`src/shared/wake_defines.svh`:
```
// Constants of the post-configuration wake-up sequencer: sequence numbers,
// phase codes and reset values. Assumes inclusion by bare name only.
`ifndef WAKE_DEFINES_SVH
`define WAKE_DEFINES_SVH

// Sequence used when none is chosen and wake-up does not wait on the pin.
`define WAKE_SEQ_DEFAULT_INTERNAL 5'h15
// Sequence used when none is chosen and wake-up waits on the pin.
`define WAKE_SEQ_DEFAULT_EXTERNAL 5'h04
// Highest sequence accepted without the external wait.
`define WAKE_SEQ_MAX_INTERNAL 5'h19
// Highest sequence accepted with the external wait.
`define WAKE_SEQ_MAX_EXTERNAL 5'h07
// Selection code meaning that no sequence was chosen.
`define WAKE_SEQ_NONE 5'h00
// Phase codes for the four wake phases.
`define PHASE_ZERO 2'h0
`define PHASE_ONE 2'h1
`define PHASE_TWO 2'h2
`define PHASE_THREE 2'h3
// Reset values of the global controls: outputs off, writes and set/reset held.
`define RST_GLOBAL_OUTPUT_ENABLE 1'h0
`define RST_GLOBAL_WRITE_INHIBIT 1'h1
`define RST_GLOBAL_SET_RESET 1'h1
// Readback lock is off out of reset.
`define RST_READBACK_LOCK 1'h0

`endif

```
`src/shared/wake_pkg.sv`:
```
// Types shared by the wake-up sequencer and its start-up clock picker.
// Assumes the constants header is compiled alongside.
package wake_pkg;

  // Index of one wake phase, zero to three.
  typedef logic [1:0] phase_t;

  // Sequencer states.
  typedef enum logic [1:0] {
    ST_IDLE,
    ST_PHASE,
    ST_HOLD,
    ST_USER
  } wake_state_e;

  // Phase in which each of the four controlled items is released.
  typedef struct packed {
    phase_t completion_pin;
    phase_t output_enable;
    phase_t write_inhibit;
    phase_t set_reset;
  } wake_plan_s;

  // Options captured once configuration has finished.
  typedef struct packed {
    logic readback_lock_option;
    logic external_completion_wait;
    logic completion_pin_open_drain;
    logic unused_input_shutoff;
  } wake_options_s;

  // Which clock paces the start-up phases.
  typedef enum logic [1:0] {
    SRC_CONFIG_PORT,
    SRC_JTAG,
    SRC_USER
  } startup_src_e;

endpackage

```
`src/hw/startup_tick_gen.sv`:
```
// Picks the clock that paces the start-up phases and turns its rising edge
// into a one-cycle tick. Assumes all candidate clocks are slow, synchronous
// levels sampled on the system clock.
`timescale 1ns/1ps
module startup_tick_gen (
  input wire logic clk_in,
  input wire logic rst_n_in,
  input wire logic config_port_clock_in,
  input wire logic jtag_clock_in,
  input wire logic user_startup_clock_in,
  input wire wake_pkg::startup_src_e src_in,
  output logic tick_out
);

  // Level of the selected clock, and its value one cycle earlier.
  logic sel_level;
  logic prev_reg;

  // Choose the pacing clock; a user clock overrides both defaults.
  always_comb begin
    case (src_in)
      wake_pkg::SRC_JTAG: sel_level = jtag_clock_in;
      wake_pkg::SRC_USER: sel_level = user_startup_clock_in;
      default: sel_level = config_port_clock_in;
    endcase
  end

  // Rising-edge detect; one tick per start-up clock cycle.
  always_ff @(posedge clk_in) begin
    if (!rst_n_in) begin
      prev_reg <= 1'h0;
      tick_out <= 1'h0;
    end else begin
      prev_reg <= sel_level;
      tick_out <= sel_level & ~prev_reg;
    end
  end

endmodule // startup_tick_gen

```
`src/hw/wake_sequencer.sv`:
```
// Post-configuration wake-up sequencer: steps the selected sequence through
// four phases, releasing the global controls and the completion pin, and
// gates readback and unused input buffers. Assumes synchronous inputs and a
// pull-up on the completion pin outside the device.
`timescale 1ns/1ps
`include "wake_defines.svh"

// Functional notes
// - Lock on refuses all general content readback.
// - Identification area always readable over JTAG.
// - Readback lock defaults to off.
// - Sequence times three controls plus completion pin.
// - Completion pin driven after config, before user.
// - Default sequence depends on external wait option.
// - No wait: accept 1-25, default 21.
// - Wait: accept 1-7, default 4.
// - Pace by port clock, or JTAG clock.
// - Attached user clock overrides default pacing clock.
// - Shutoff option disables every unused input buffer.
// - Each sequence maps items to phases 0-3.
// - With wait, hold until pin samples high.
// - Without wait, start on internal bit; ignore pin.
// - Pin low means not ready; high when finished.
module wake_sequencer #(
  parameter int NUM_INPUTS = 8
) (
  input wire logic SYS_CLK_IN,
  input wire logic RST_N_IN,
  input wire logic CONFIG_DONE_IN,
  input wire logic LOADED_VIA_JTAG_IN,
  input wire logic USER_CLOCK_ATTACHED_IN,
  input wire logic CONFIG_PORT_CLOCK_IN,
  input wire logic JTAG_CLOCK_IN,
  input wire logic USER_STARTUP_CLOCK_IN,
  input wire logic [4:0] WAKE_SEQ_SELECT_IN,
  input wire logic READBACK_LOCK_OPTION_IN,
  input wire logic EXTERNAL_COMPLETION_WAIT_IN,
  input wire logic COMPLETION_PIN_OPEN_DRAIN_IN,
  input wire logic UNUSED_INPUT_SHUTOFF_IN,
  input wire logic [NUM_INPUTS-1:0] INPUT_USED_IN,
  input wire logic COMPLETION_PIN_IN,
  input wire logic RB_CONFIG_PORT_REQ_IN,
  input wire logic RB_JTAG_REQ_IN,
  input wire logic RB_ID_REQ_IN,
  output logic COMPLETION_PIN_OUT,
  output logic COMPLETION_PIN_OE_OUT,
  output logic GLOBAL_OUTPUT_ENABLE_OUT,
  output logic GLOBAL_WRITE_INHIBIT_OUT,
  output logic GLOBAL_SET_RESET_OUT,
  output logic USER_MODE_OUT,
  output logic [1:0] WAKE_PHASE_OUT,
  output logic [4:0] WAKE_SEQ_ACTIVE_OUT,
  output logic WAKE_SEQ_REJECTED_OUT,
  output logic RB_CONFIG_PORT_GRANT_OUT,
  output logic RB_JTAG_GRANT_OUT,
  output logic RB_ID_GRANT_OUT,
  output logic RB_REFUSED_OUT,
  output logic [NUM_INPUTS-1:0] INPUT_BUF_EN_OUT
);

  // Release phase of each item for a given sequence number.
  function automatic wake_pkg::wake_plan_s plan_of(input logic [4:0] seq);
    wake_pkg::wake_plan_s p;
    p = '{`PHASE_THREE, `PHASE_ONE, `PHASE_TWO, `PHASE_TWO};
    case (seq)
      5'h01: p = '{`PHASE_ZERO, `PHASE_ONE, `PHASE_ONE, `PHASE_ONE};
      5'h02: p = '{`PHASE_ZERO, `PHASE_TWO, `PHASE_TWO, `PHASE_TWO};
      5'h03: p = '{`PHASE_ZERO, `PHASE_THREE, `PHASE_THREE, `PHASE_THREE};
      5'h04: p = '{`PHASE_ZERO, `PHASE_ONE, `PHASE_TWO, `PHASE_TWO};
      5'h05: p = '{`PHASE_ZERO, `PHASE_ONE, `PHASE_THREE, `PHASE_THREE};
      5'h06: p = '{`PHASE_ZERO, `PHASE_ONE, `PHASE_TWO, `PHASE_THREE};
      5'h07: p = '{`PHASE_ZERO, `PHASE_ONE, `PHASE_THREE, `PHASE_TWO};
      5'h08: p = '{`PHASE_ONE, `PHASE_TWO, `PHASE_TWO, `PHASE_TWO};
      5'h09: p = '{`PHASE_ONE, `PHASE_THREE, `PHASE_THREE, `PHASE_THREE};
      5'h0A: p = '{`PHASE_ONE, `PHASE_THREE, `PHASE_TWO, `PHASE_TWO};
      5'h0B: p = '{`PHASE_ONE, `PHASE_TWO, `PHASE_THREE, `PHASE_THREE};
      5'h0C: p = '{`PHASE_TWO, `PHASE_THREE, `PHASE_THREE, `PHASE_THREE};
      5'h0D: p = '{`PHASE_TWO, `PHASE_ONE, `PHASE_ONE, `PHASE_ONE};
      5'h0E: p = '{`PHASE_TWO, `PHASE_ONE, `PHASE_THREE, `PHASE_THREE};
      5'h0F: p = '{`PHASE_TWO, `PHASE_ONE, `PHASE_ONE, `PHASE_THREE};
      5'h10: p = '{`PHASE_TWO, `PHASE_THREE, `PHASE_ONE, `PHASE_THREE};
      5'h11: p = '{`PHASE_TWO, `PHASE_THREE, `PHASE_ONE, `PHASE_ONE};
      5'h12: p = '{`PHASE_TWO, `PHASE_ONE, `PHASE_THREE, `PHASE_ONE};
      5'h13: p = '{`PHASE_THREE, `PHASE_TWO, `PHASE_TWO, `PHASE_TWO};
      5'h14: p = '{`PHASE_THREE, `PHASE_ONE, `PHASE_ONE, `PHASE_ONE};
      5'h15: p = '{`PHASE_THREE, `PHASE_ONE, `PHASE_TWO, `PHASE_TWO};
      5'h16: p = '{`PHASE_THREE, `PHASE_ONE, `PHASE_ONE, `PHASE_TWO};
      5'h17: p = '{`PHASE_THREE, `PHASE_TWO, `PHASE_ONE, `PHASE_TWO};
      5'h18: p = '{`PHASE_THREE, `PHASE_TWO, `PHASE_ONE, `PHASE_ONE};
      5'h19: p = '{`PHASE_THREE, `PHASE_ONE, `PHASE_TWO, `PHASE_ONE};
      default: p = '{`PHASE_THREE, `PHASE_ONE, `PHASE_TWO, `PHASE_TWO};
    endcase
    return p;
  endfunction

  // Sequencer state and the phase to be applied on the next tick.
  wake_pkg::wake_state_e state_reg;
  wake_pkg::phase_t phase_reg;
  // Options frozen when the internal completion bit is seen.
  wake_pkg::wake_options_s opt_reg;
  // Sequence actually in use, and its release plan.
  logic [4:0] seq_reg;
  wake_pkg::wake_plan_s plan;
  // Sticky release flags of the four items.
  logic pin_released_reg;
  logic oe_released_reg;
  logic wi_released_reg;
  logic sr_released_reg;
  // Pacing tick and the start-up clock source.
  logic tick;
  wake_pkg::startup_src_e src;
  // High on the tick that applies the current phase.
  logic apply_now;
  // Resolved sequence for the options presented at start.
  logic [4:0] seq_next;
  logic seq_rejected_next;

  // A user clock wins over the load path's own clock.
  always_comb begin
    if (USER_CLOCK_ATTACHED_IN) begin
      src = wake_pkg::SRC_USER;
    end else if (LOADED_VIA_JTAG_IN) begin
      src = wake_pkg::SRC_JTAG;
    end else begin
      src = wake_pkg::SRC_CONFIG_PORT;
    end
  end

  // Start-up clock picker and edge detector.
  startup_tick_gen u_tick (
    .clk_in(SYS_CLK_IN),
    .rst_n_in(RST_N_IN),
    .config_port_clock_in(CONFIG_PORT_CLOCK_IN),
    .jtag_clock_in(JTAG_CLOCK_IN),
    .user_startup_clock_in(USER_STARTUP_CLOCK_IN),
    .src_in(src),
    .tick_out(tick)
  );

  // Resolve the selection: none chosen or out of range falls back to the
  // default of the wait option. Rejecting rather than clamping keeps a bad
  // selection from silently picking a neighbouring timing.
  always_comb begin
    seq_rejected_next = 1'h0;
    if (EXTERNAL_COMPLETION_WAIT_IN) begin
      seq_next = `WAKE_SEQ_DEFAULT_EXTERNAL;
      if (WAKE_SEQ_SELECT_IN > `WAKE_SEQ_MAX_EXTERNAL) begin
        seq_rejected_next = 1'h1;
      end else if (WAKE_SEQ_SELECT_IN != `WAKE_SEQ_NONE) begin
        seq_next = WAKE_SEQ_SELECT_IN;
      end
    end else begin
      seq_next = `WAKE_SEQ_DEFAULT_INTERNAL;
      if (WAKE_SEQ_SELECT_IN > `WAKE_SEQ_MAX_INTERNAL) begin
        seq_rejected_next = 1'h1;
      end else if (WAKE_SEQ_SELECT_IN != `WAKE_SEQ_NONE) begin
        seq_next = WAKE_SEQ_SELECT_IN;
      end
    end
  end

  assign plan = plan_of(seq_reg);
  assign apply_now = (state_reg == wake_pkg::ST_PHASE) && tick;

  // Capture options and the sequence once, when configuration completes, so
  // that a change on the option pins cannot reshape a sequence in flight.
  always_ff @(posedge SYS_CLK_IN) begin
    if (!RST_N_IN) begin
      opt_reg <= '{`RST_READBACK_LOCK, 1'h0, 1'h1, 1'h0};
      seq_reg <= `WAKE_SEQ_DEFAULT_INTERNAL;
      WAKE_SEQ_REJECTED_OUT <= 1'h0;
    end else if (state_reg == wake_pkg::ST_IDLE && CONFIG_DONE_IN) begin
      opt_reg.readback_lock_option <= READBACK_LOCK_OPTION_IN;
      opt_reg.external_completion_wait <= EXTERNAL_COMPLETION_WAIT_IN;
      // Waiting on the pin forces open drain so chained parts do not fight.
      opt_reg.completion_pin_open_drain <= COMPLETION_PIN_OPEN_DRAIN_IN |
                                           EXTERNAL_COMPLETION_WAIT_IN;
      opt_reg.unused_input_shutoff <= UNUSED_INPUT_SHUTOFF_IN;
      seq_reg <= seq_next;
      WAKE_SEQ_REJECTED_OUT <= seq_rejected_next;
    end
  end

  // Phase stepping. The internal completion bit starts the sequence; with
  // the external wait on, phase zero runs and the rest waits for the pin.
  always_ff @(posedge SYS_CLK_IN) begin
    if (!RST_N_IN) begin
      state_reg <= wake_pkg::ST_IDLE;
      phase_reg <= `PHASE_ZERO;
    end else begin
      case (state_reg)
        wake_pkg::ST_IDLE: begin
          if (CONFIG_DONE_IN) begin
            state_reg <= wake_pkg::ST_PHASE;
            phase_reg <= `PHASE_ZERO;
          end
        end
        wake_pkg::ST_PHASE: begin
          if (tick) begin
            if (phase_reg == `PHASE_THREE) begin
              state_reg <= wake_pkg::ST_USER;
            end else if (phase_reg == `PHASE_ZERO && opt_reg.external_completion_wait) begin
              state_reg <= wake_pkg::ST_HOLD;
            end else begin
              phase_reg <= phase_reg + 2'h1;
            end
          end
        end
        wake_pkg::ST_HOLD: begin
          // Pin high means every party on it is ready.
          if (COMPLETION_PIN_IN) begin
            state_reg <= wake_pkg::ST_PHASE;
            phase_reg <= `PHASE_ONE;
          end
        end
        wake_pkg::ST_USER: begin
          state_reg <= wake_pkg::ST_USER;
        end
        default: begin
          state_reg <= wake_pkg::ST_IDLE;
          phase_reg <= `PHASE_ZERO;
        end
      endcase
    end
  end

  // Sticky releases; items of one phase flip on the same tick.
  always_ff @(posedge SYS_CLK_IN) begin
    if (!RST_N_IN) begin
      pin_released_reg <= 1'h0;
      oe_released_reg <= 1'h0;
      wi_released_reg <= 1'h0;
      sr_released_reg <= 1'h0;
    end else if (apply_now) begin
      if (plan.completion_pin == phase_reg) pin_released_reg <= 1'h1;
      if (plan.output_enable == phase_reg) oe_released_reg <= 1'h1;
      if (plan.write_inhibit == phase_reg) wi_released_reg <= 1'h1;
      if (plan.set_reset == phase_reg) sr_released_reg <= 1'h1;
    end
  end

  // Global controls and status outputs, one flop each; the controls one cycle
  // after the release flags, the status one cycle after its registers.
  always_ff @(posedge SYS_CLK_IN) begin
    if (!RST_N_IN) begin
      GLOBAL_OUTPUT_ENABLE_OUT <= `RST_GLOBAL_OUTPUT_ENABLE;
      GLOBAL_WRITE_INHIBIT_OUT <= `RST_GLOBAL_WRITE_INHIBIT;
      GLOBAL_SET_RESET_OUT <= `RST_GLOBAL_SET_RESET;
      USER_MODE_OUT <= 1'h0;
      WAKE_PHASE_OUT <= `PHASE_ZERO;
      WAKE_SEQ_ACTIVE_OUT <= `WAKE_SEQ_DEFAULT_INTERNAL;
    end else begin
      GLOBAL_OUTPUT_ENABLE_OUT <= oe_released_reg;
      GLOBAL_WRITE_INHIBIT_OUT <= ~wi_released_reg;
      GLOBAL_SET_RESET_OUT <= ~sr_released_reg;
      USER_MODE_OUT <= (state_reg == wake_pkg::ST_USER);
      WAKE_PHASE_OUT <= phase_reg;
      WAKE_SEQ_ACTIVE_OUT <= seq_reg;
    end
  end

  // Completion pin: pulled low until released, then floated for open drain
  // or driven high for push-pull. Driving low from reset tells chained
  // parts that this device is not ready.
  always_ff @(posedge SYS_CLK_IN) begin
    if (!RST_N_IN) begin
      COMPLETION_PIN_OUT <= 1'h0;
      COMPLETION_PIN_OE_OUT <= 1'h1;
    end else if (!pin_released_reg) begin
      COMPLETION_PIN_OUT <= 1'h0;
      COMPLETION_PIN_OE_OUT <= 1'h1;
    end else if (opt_reg.completion_pin_open_drain) begin
      COMPLETION_PIN_OUT <= 1'h0;
      COMPLETION_PIN_OE_OUT <= 1'h0;
    end else begin
      COMPLETION_PIN_OUT <= 1'h1;
      COMPLETION_PIN_OE_OUT <= 1'h1;
    end
  end

  // Readback gate: each request pulse answers one cycle later with a grant
  // or a refusal. The identification area is outside the lock.
  always_ff @(posedge SYS_CLK_IN) begin
    if (!RST_N_IN) begin
      RB_CONFIG_PORT_GRANT_OUT <= 1'h0;
      RB_JTAG_GRANT_OUT <= 1'h0;
      RB_ID_GRANT_OUT <= 1'h0;
      RB_REFUSED_OUT <= 1'h0;
    end else begin
      RB_CONFIG_PORT_GRANT_OUT <= RB_CONFIG_PORT_REQ_IN &
                                  ~opt_reg.readback_lock_option;
      RB_JTAG_GRANT_OUT <= RB_JTAG_REQ_IN & ~opt_reg.readback_lock_option;
      RB_ID_GRANT_OUT <= RB_ID_REQ_IN;
      RB_REFUSED_OUT <= (RB_CONFIG_PORT_REQ_IN | RB_JTAG_REQ_IN) &
                        opt_reg.readback_lock_option;
    end
  end

  // Input buffers: with shutoff on, only used inputs stay enabled. This
  // limits boundary scan, which the board test plan must allow for.
  always_ff @(posedge SYS_CLK_IN) begin
    if (!RST_N_IN) begin
      INPUT_BUF_EN_OUT <= '1;
    end else if (opt_reg.unused_input_shutoff) begin
      INPUT_BUF_EN_OUT <= INPUT_USED_IN;
    end else begin
      INPUT_BUF_EN_OUT <= '1;
    end
  end

endmodule // wake_sequencer

```
`config.mk`:
```
export PLATFORM = sky130hd
export DESIGN_NAME = wake_sequencer
export DESIGN_NICKNAME = d
export VERILOG_FILES = /design/src/shared/wake_pkg.sv /design/src/hw/startup_tick_gen.sv /design/src/hw/wake_sequencer.sv
export VERILOG_INCLUDE_DIRS = /design/src /design/src/shared
export SDC_FILE = /design/constraint.sdc
export NUM_CORES = 1
export LEC_CHECK = 0
export BUFFER_PORTS_ARGS = -buffer_cell sky130_fd_sc_hd__buf_4
export CORE_MARGIN = 1.5
export CORE_UTILIZATION = 56
export DETAILED_ROUTE_END_ITERATION = 16
export PLACE_DENSITY = 0.83
export SLEW_MARGIN = 20
export SYNTH_ARGS = -nofsm -noshare
export SYNTH_HDL_FRONTEND = slang
export SYNTH_SLANG_ARGS = --single-unit
```
`constraint.sdc`:
```
create_clock -name SYS_CLK_IN -period 3.9 [get_ports SYS_CLK_IN]
set_input_delay 0.195 -clock SYS_CLK_IN [delete_from_list [all_inputs] [get_ports SYS_CLK_IN]]
set_output_delay 0.195 -clock SYS_CLK_IN [all_outputs]
set_load 0.02 [all_outputs]
```
==> results.md <==
- Status: completed
- Async set-reset flop share out of synthesis: 0%
- DIE AREA: ~0.0044 sq mm
- Layout cells sized above 1: between 20% and 30%
- Dpl cell area: 0.00270 sq mm
- Fmax: 399 MHz
- P per Cell Area: 497 mW/mm^2
- HP Class: primary input to flop
- Setup TNS: 0 ns
- Via density: 5.76
- GRT overflow: 0
- Final worst clock skew: 0.0106 ns
- Ys flop type: dfxtp_1
- # Max-Cap Violations: 0
- CP Launch Type: flop
- Synthesized flop and latch total: 53
- Routed length per placed instance: 14.5 microns
- Cell mode on critical path: inv_1
- Routed vias: roughly 2,000
- Hold path start: INPUT_USED_IN[7]
- Post-CTS Resized: 0
- H-tree Lvls: 2
- Cell variety after synth: 53
- Cts hold-fix bufs: 0
- Slew margin rel.: between 50% and 60%
- Placed cells: about 330
- Clock transition at the registers of the reported paths: 0.09 ns
- Crit path max fanout: 10
- Mapped cell area: 0.00226 sq mm
- Hold path cells: 2
- First-iteration detailed-routing DRC count: 132
- Vias in the first global route: 1,814
- Crit-path slowest cell: dfxtp_1
- Chip width: around 67 microns
- Initial Util: 60.1%
- Worst slew pin tran: 0.630 ns
- Global-route wire length before repair: 7980 microns
- TritonRoute pass-1 iters: 4
- Nets: 333
- Final setup violation count: 0
- Postcts setup bufs: 0
- GP Congestion: 0.934
- Die Ht: around 67 microns
- Arr. time, crit path: 2.72 ns
- RR Endpoint: plan[5]$_DFF_P_
- Residual DRC: 0
- CP endpoint kind: flop
- Worst-path cell chain: inv_1 > ha_1 > nand2_1 > o41a_1 > nand4_4 > inv_1 > ha_1 > inv_1 > maj3_2 > o221ai_1
- WP data required: 4.11 ns
- Largest net degree at the start of global routing: 29
- RSZ-0062 raised after global routing: no
- Tmin final: 2.51 ns
- DP Wirelength: ~3600 microns
- Syn nets: 280
- CTS tree: built
- Hold Vio Cnt, Final: 0
- Reg-to-reg setup timing slack: 1.39 ns
- Reg-to-reg startpoint: state_reg[0]$_SDFFE_PN0P_
- Number of synthesized flops with an enable pin: 0
- Non-filler cells, final: approximately 340
- Setup CP Type: flop to flop
- Worst Hold End: INPUT_BUF_EN_OUT[7]$_SDFF_PN1_
- Count of antenna-violating nets left after detailed routing: 0
- Syn_area_per_cell: approximately 9.5 sq um
- # IOs: 55
- Synth Warn #: 0
- Maximum VDD drop: around 0.00023 V
- Gate Count Post-Synth: 238
- Final-layout fill cell count: about 290
- Design area: ~0.0028 sq mm
- Final WS setup: 1.39 ns
- CTS Buf Count: 5
- All-Layer GR Usage: 23.8%
- CP delay by family, top: adder cells
- CP max stage delay: 0.39 ns
- Number of diodes: 0
- Clk_lat worst skew: a little over 0.3 ns
- Clock Tree Root: clkbuf_8
- Hold Slack: 0.0793 ns
- Setup slack at placement: 1.47 ns
- Sequential element share of the synthesized area: a little under half
- # rows: 22
- Final Max Slew Viols: 0
- Initial antenna violation count: 0
- Fin crit share: between 60% and 70%
- CTS sink cnt: between 50 and 60
- Lkg Pwr: 1.21 nW
- CP Buf/Inv Count: 3
- Core Footprint: 0.00377 sq mm
- Routed WL: 4930 microns
- Area Overhead vs Synth: 23.0%
- PortBufs: between 50 and 60
- Max Root-Sink Buffers: 2
- Worst Reg-to-Reg Cells: 10
==> placed cells by master (no fill, tap or decap), types with 3 or more instances in the layout <==
cell type	count
ha_1	13
inv_2	3
o211ai_1	5
nor2b_1	5
nand2b_1	6
xor2_1	6
or2_2	8
dfxtp_1	53
inv_1	14
nand3_1	8
o21ai_0	8
nor2_1	10
clkbuf_8	6
nand2_1	15
nor4_1	5
o31ai_1	3
a21oi_1	13
buf_4	54
a31oi_1	6
and2_1	5
nand4_1	4
a211oi_1	3
nor3_1	4
==> Yosys cell counts (2+ instances only) <==
| cell type | n | area share, % |
|---|---|---|
| a211oi_1 | 3 | 0.99 |
| a21oi_1 | 13 | 2.9 |
| a31oi_1 | 6 | 1.7 |
| and2_1 | 5 | 1.4 |
| buf_2 | 3 | 0.66 |
| clkbuf_1 | 4 | 0.66 |
| dfxtp_1 | 53 | 47 |
| ha_1 | 13 | 7.2 |
| inv_1 | 14 | 2.3 |
| inv_2 | 3 | 0.50 |
| nand2_1 | 15 | 2.5 |
| nand2_2 | 2 | 0.55 |
| nand2b_1 | 6 | 1.7 |
| nand3_1 | 8 | 1.8 |
| nand4_1 | 4 | 1.1 |
| nor2_1 | 10 | 1.7 |
| nor2b_1 | 5 | 1.4 |
| nor3_1 | 4 | 0.88 |
| nor3b_1 | 2 | 0.66 |
| nor4_1 | 5 | 1.4 |
| o211ai_1 | 5 | 1.7 |
| o21ai_0 | 8 | 1.8 |
| o31ai_1 | 3 | 0.99 |
| or2_2 | 8 | 2.2 |
| or3_1 | 2 | 0.55 |
| xnor2_1 | 2 | 0.77 |
| xor2_1 | 6 | 2.3 |
==> layer usage <==
metal | part of all wire [%] | GRT usage, % | vias up
li1 | - | - | 948
met2 | 47 | 37.0 | 101
met5 | 0 | 0 | -
met4 | 2.3 | 13.3 | 0
met1 | 42 | 29.2 | 888
met3 | 8.5 | 6.93 | 14
==> cell type report <==
cell class | count | area [sq um] | area share (%)
Sequential cell | 53 | 1060 | 38.1
Clock buffer | 6 | 82.6 | 2.96
Timing Repair Buffer | 54 | 405 | 14.5
Multi-Input combinational cell | 160 | 1110 | 39.7
Inverter | 17 | 63.8 | 2.29
Tap cell | 48 | 60.1 | 2.16
Clock inverter | 1 | 7.51 | 0.269
==> stage by stage <==
stage               utilization, %  power (W)
floorplan                        -   0.000958
global placement              71.5    0.00107
detailed placement            71.5    0.00108
CTS                           73.9    0.00139
global route                  73.9    0.00147
finish                        73.9    0.00139
==> logic make-up after synthesis <==
group,after synthesis,share of synthesized area (%)
multiplexers,2,0.939
AO/OA/AOI/OAI,52,15.6
buffers and inverters,25,4.31
adder cells (fa/ha/maj),15,8.12
flip-flops,53,46.9
AND/OR/NAND/NOR,83,21.1
XOR/XNOR,8,3.09
==> power breakdown <==
group	internal, W	total [W]	switching [W]
Clock	0.000140	0.000309	0.000168
Sequential	0.000618	0.000661	0.0000433
Combinational	0.000177	0.000416	0.000239
==> how the worst max path moves through the flow <==
stage,slack [ns],cells past startpoint,end,startpoint
after floorplan,1.70,10,plan[7]$_SDFF_PN1_,state_reg[0]$_SDFFE_PN0P_
after global placement,1.53,10,plan[5]$_DFF_P_,state_reg[0]$_SDFFE_PN0P_
after detailed placement,1.47,10,plan[2]$_DFF_P_,state_reg[0]$_SDFFE_PN0P_
after CTS,1.45,10,plan[2]$_DFF_P_,state_reg[0]$_SDFFE_PN0P_
after global routing,1.08,10,plan[2]$_DFF_P_,state_reg[0]$_SDFFE_PN0P_
final,1.39,10,plan[5]$_DFF_P_,state_reg[0]$_SDFFE_PN0P_
(Power assumes the default switching activity.)
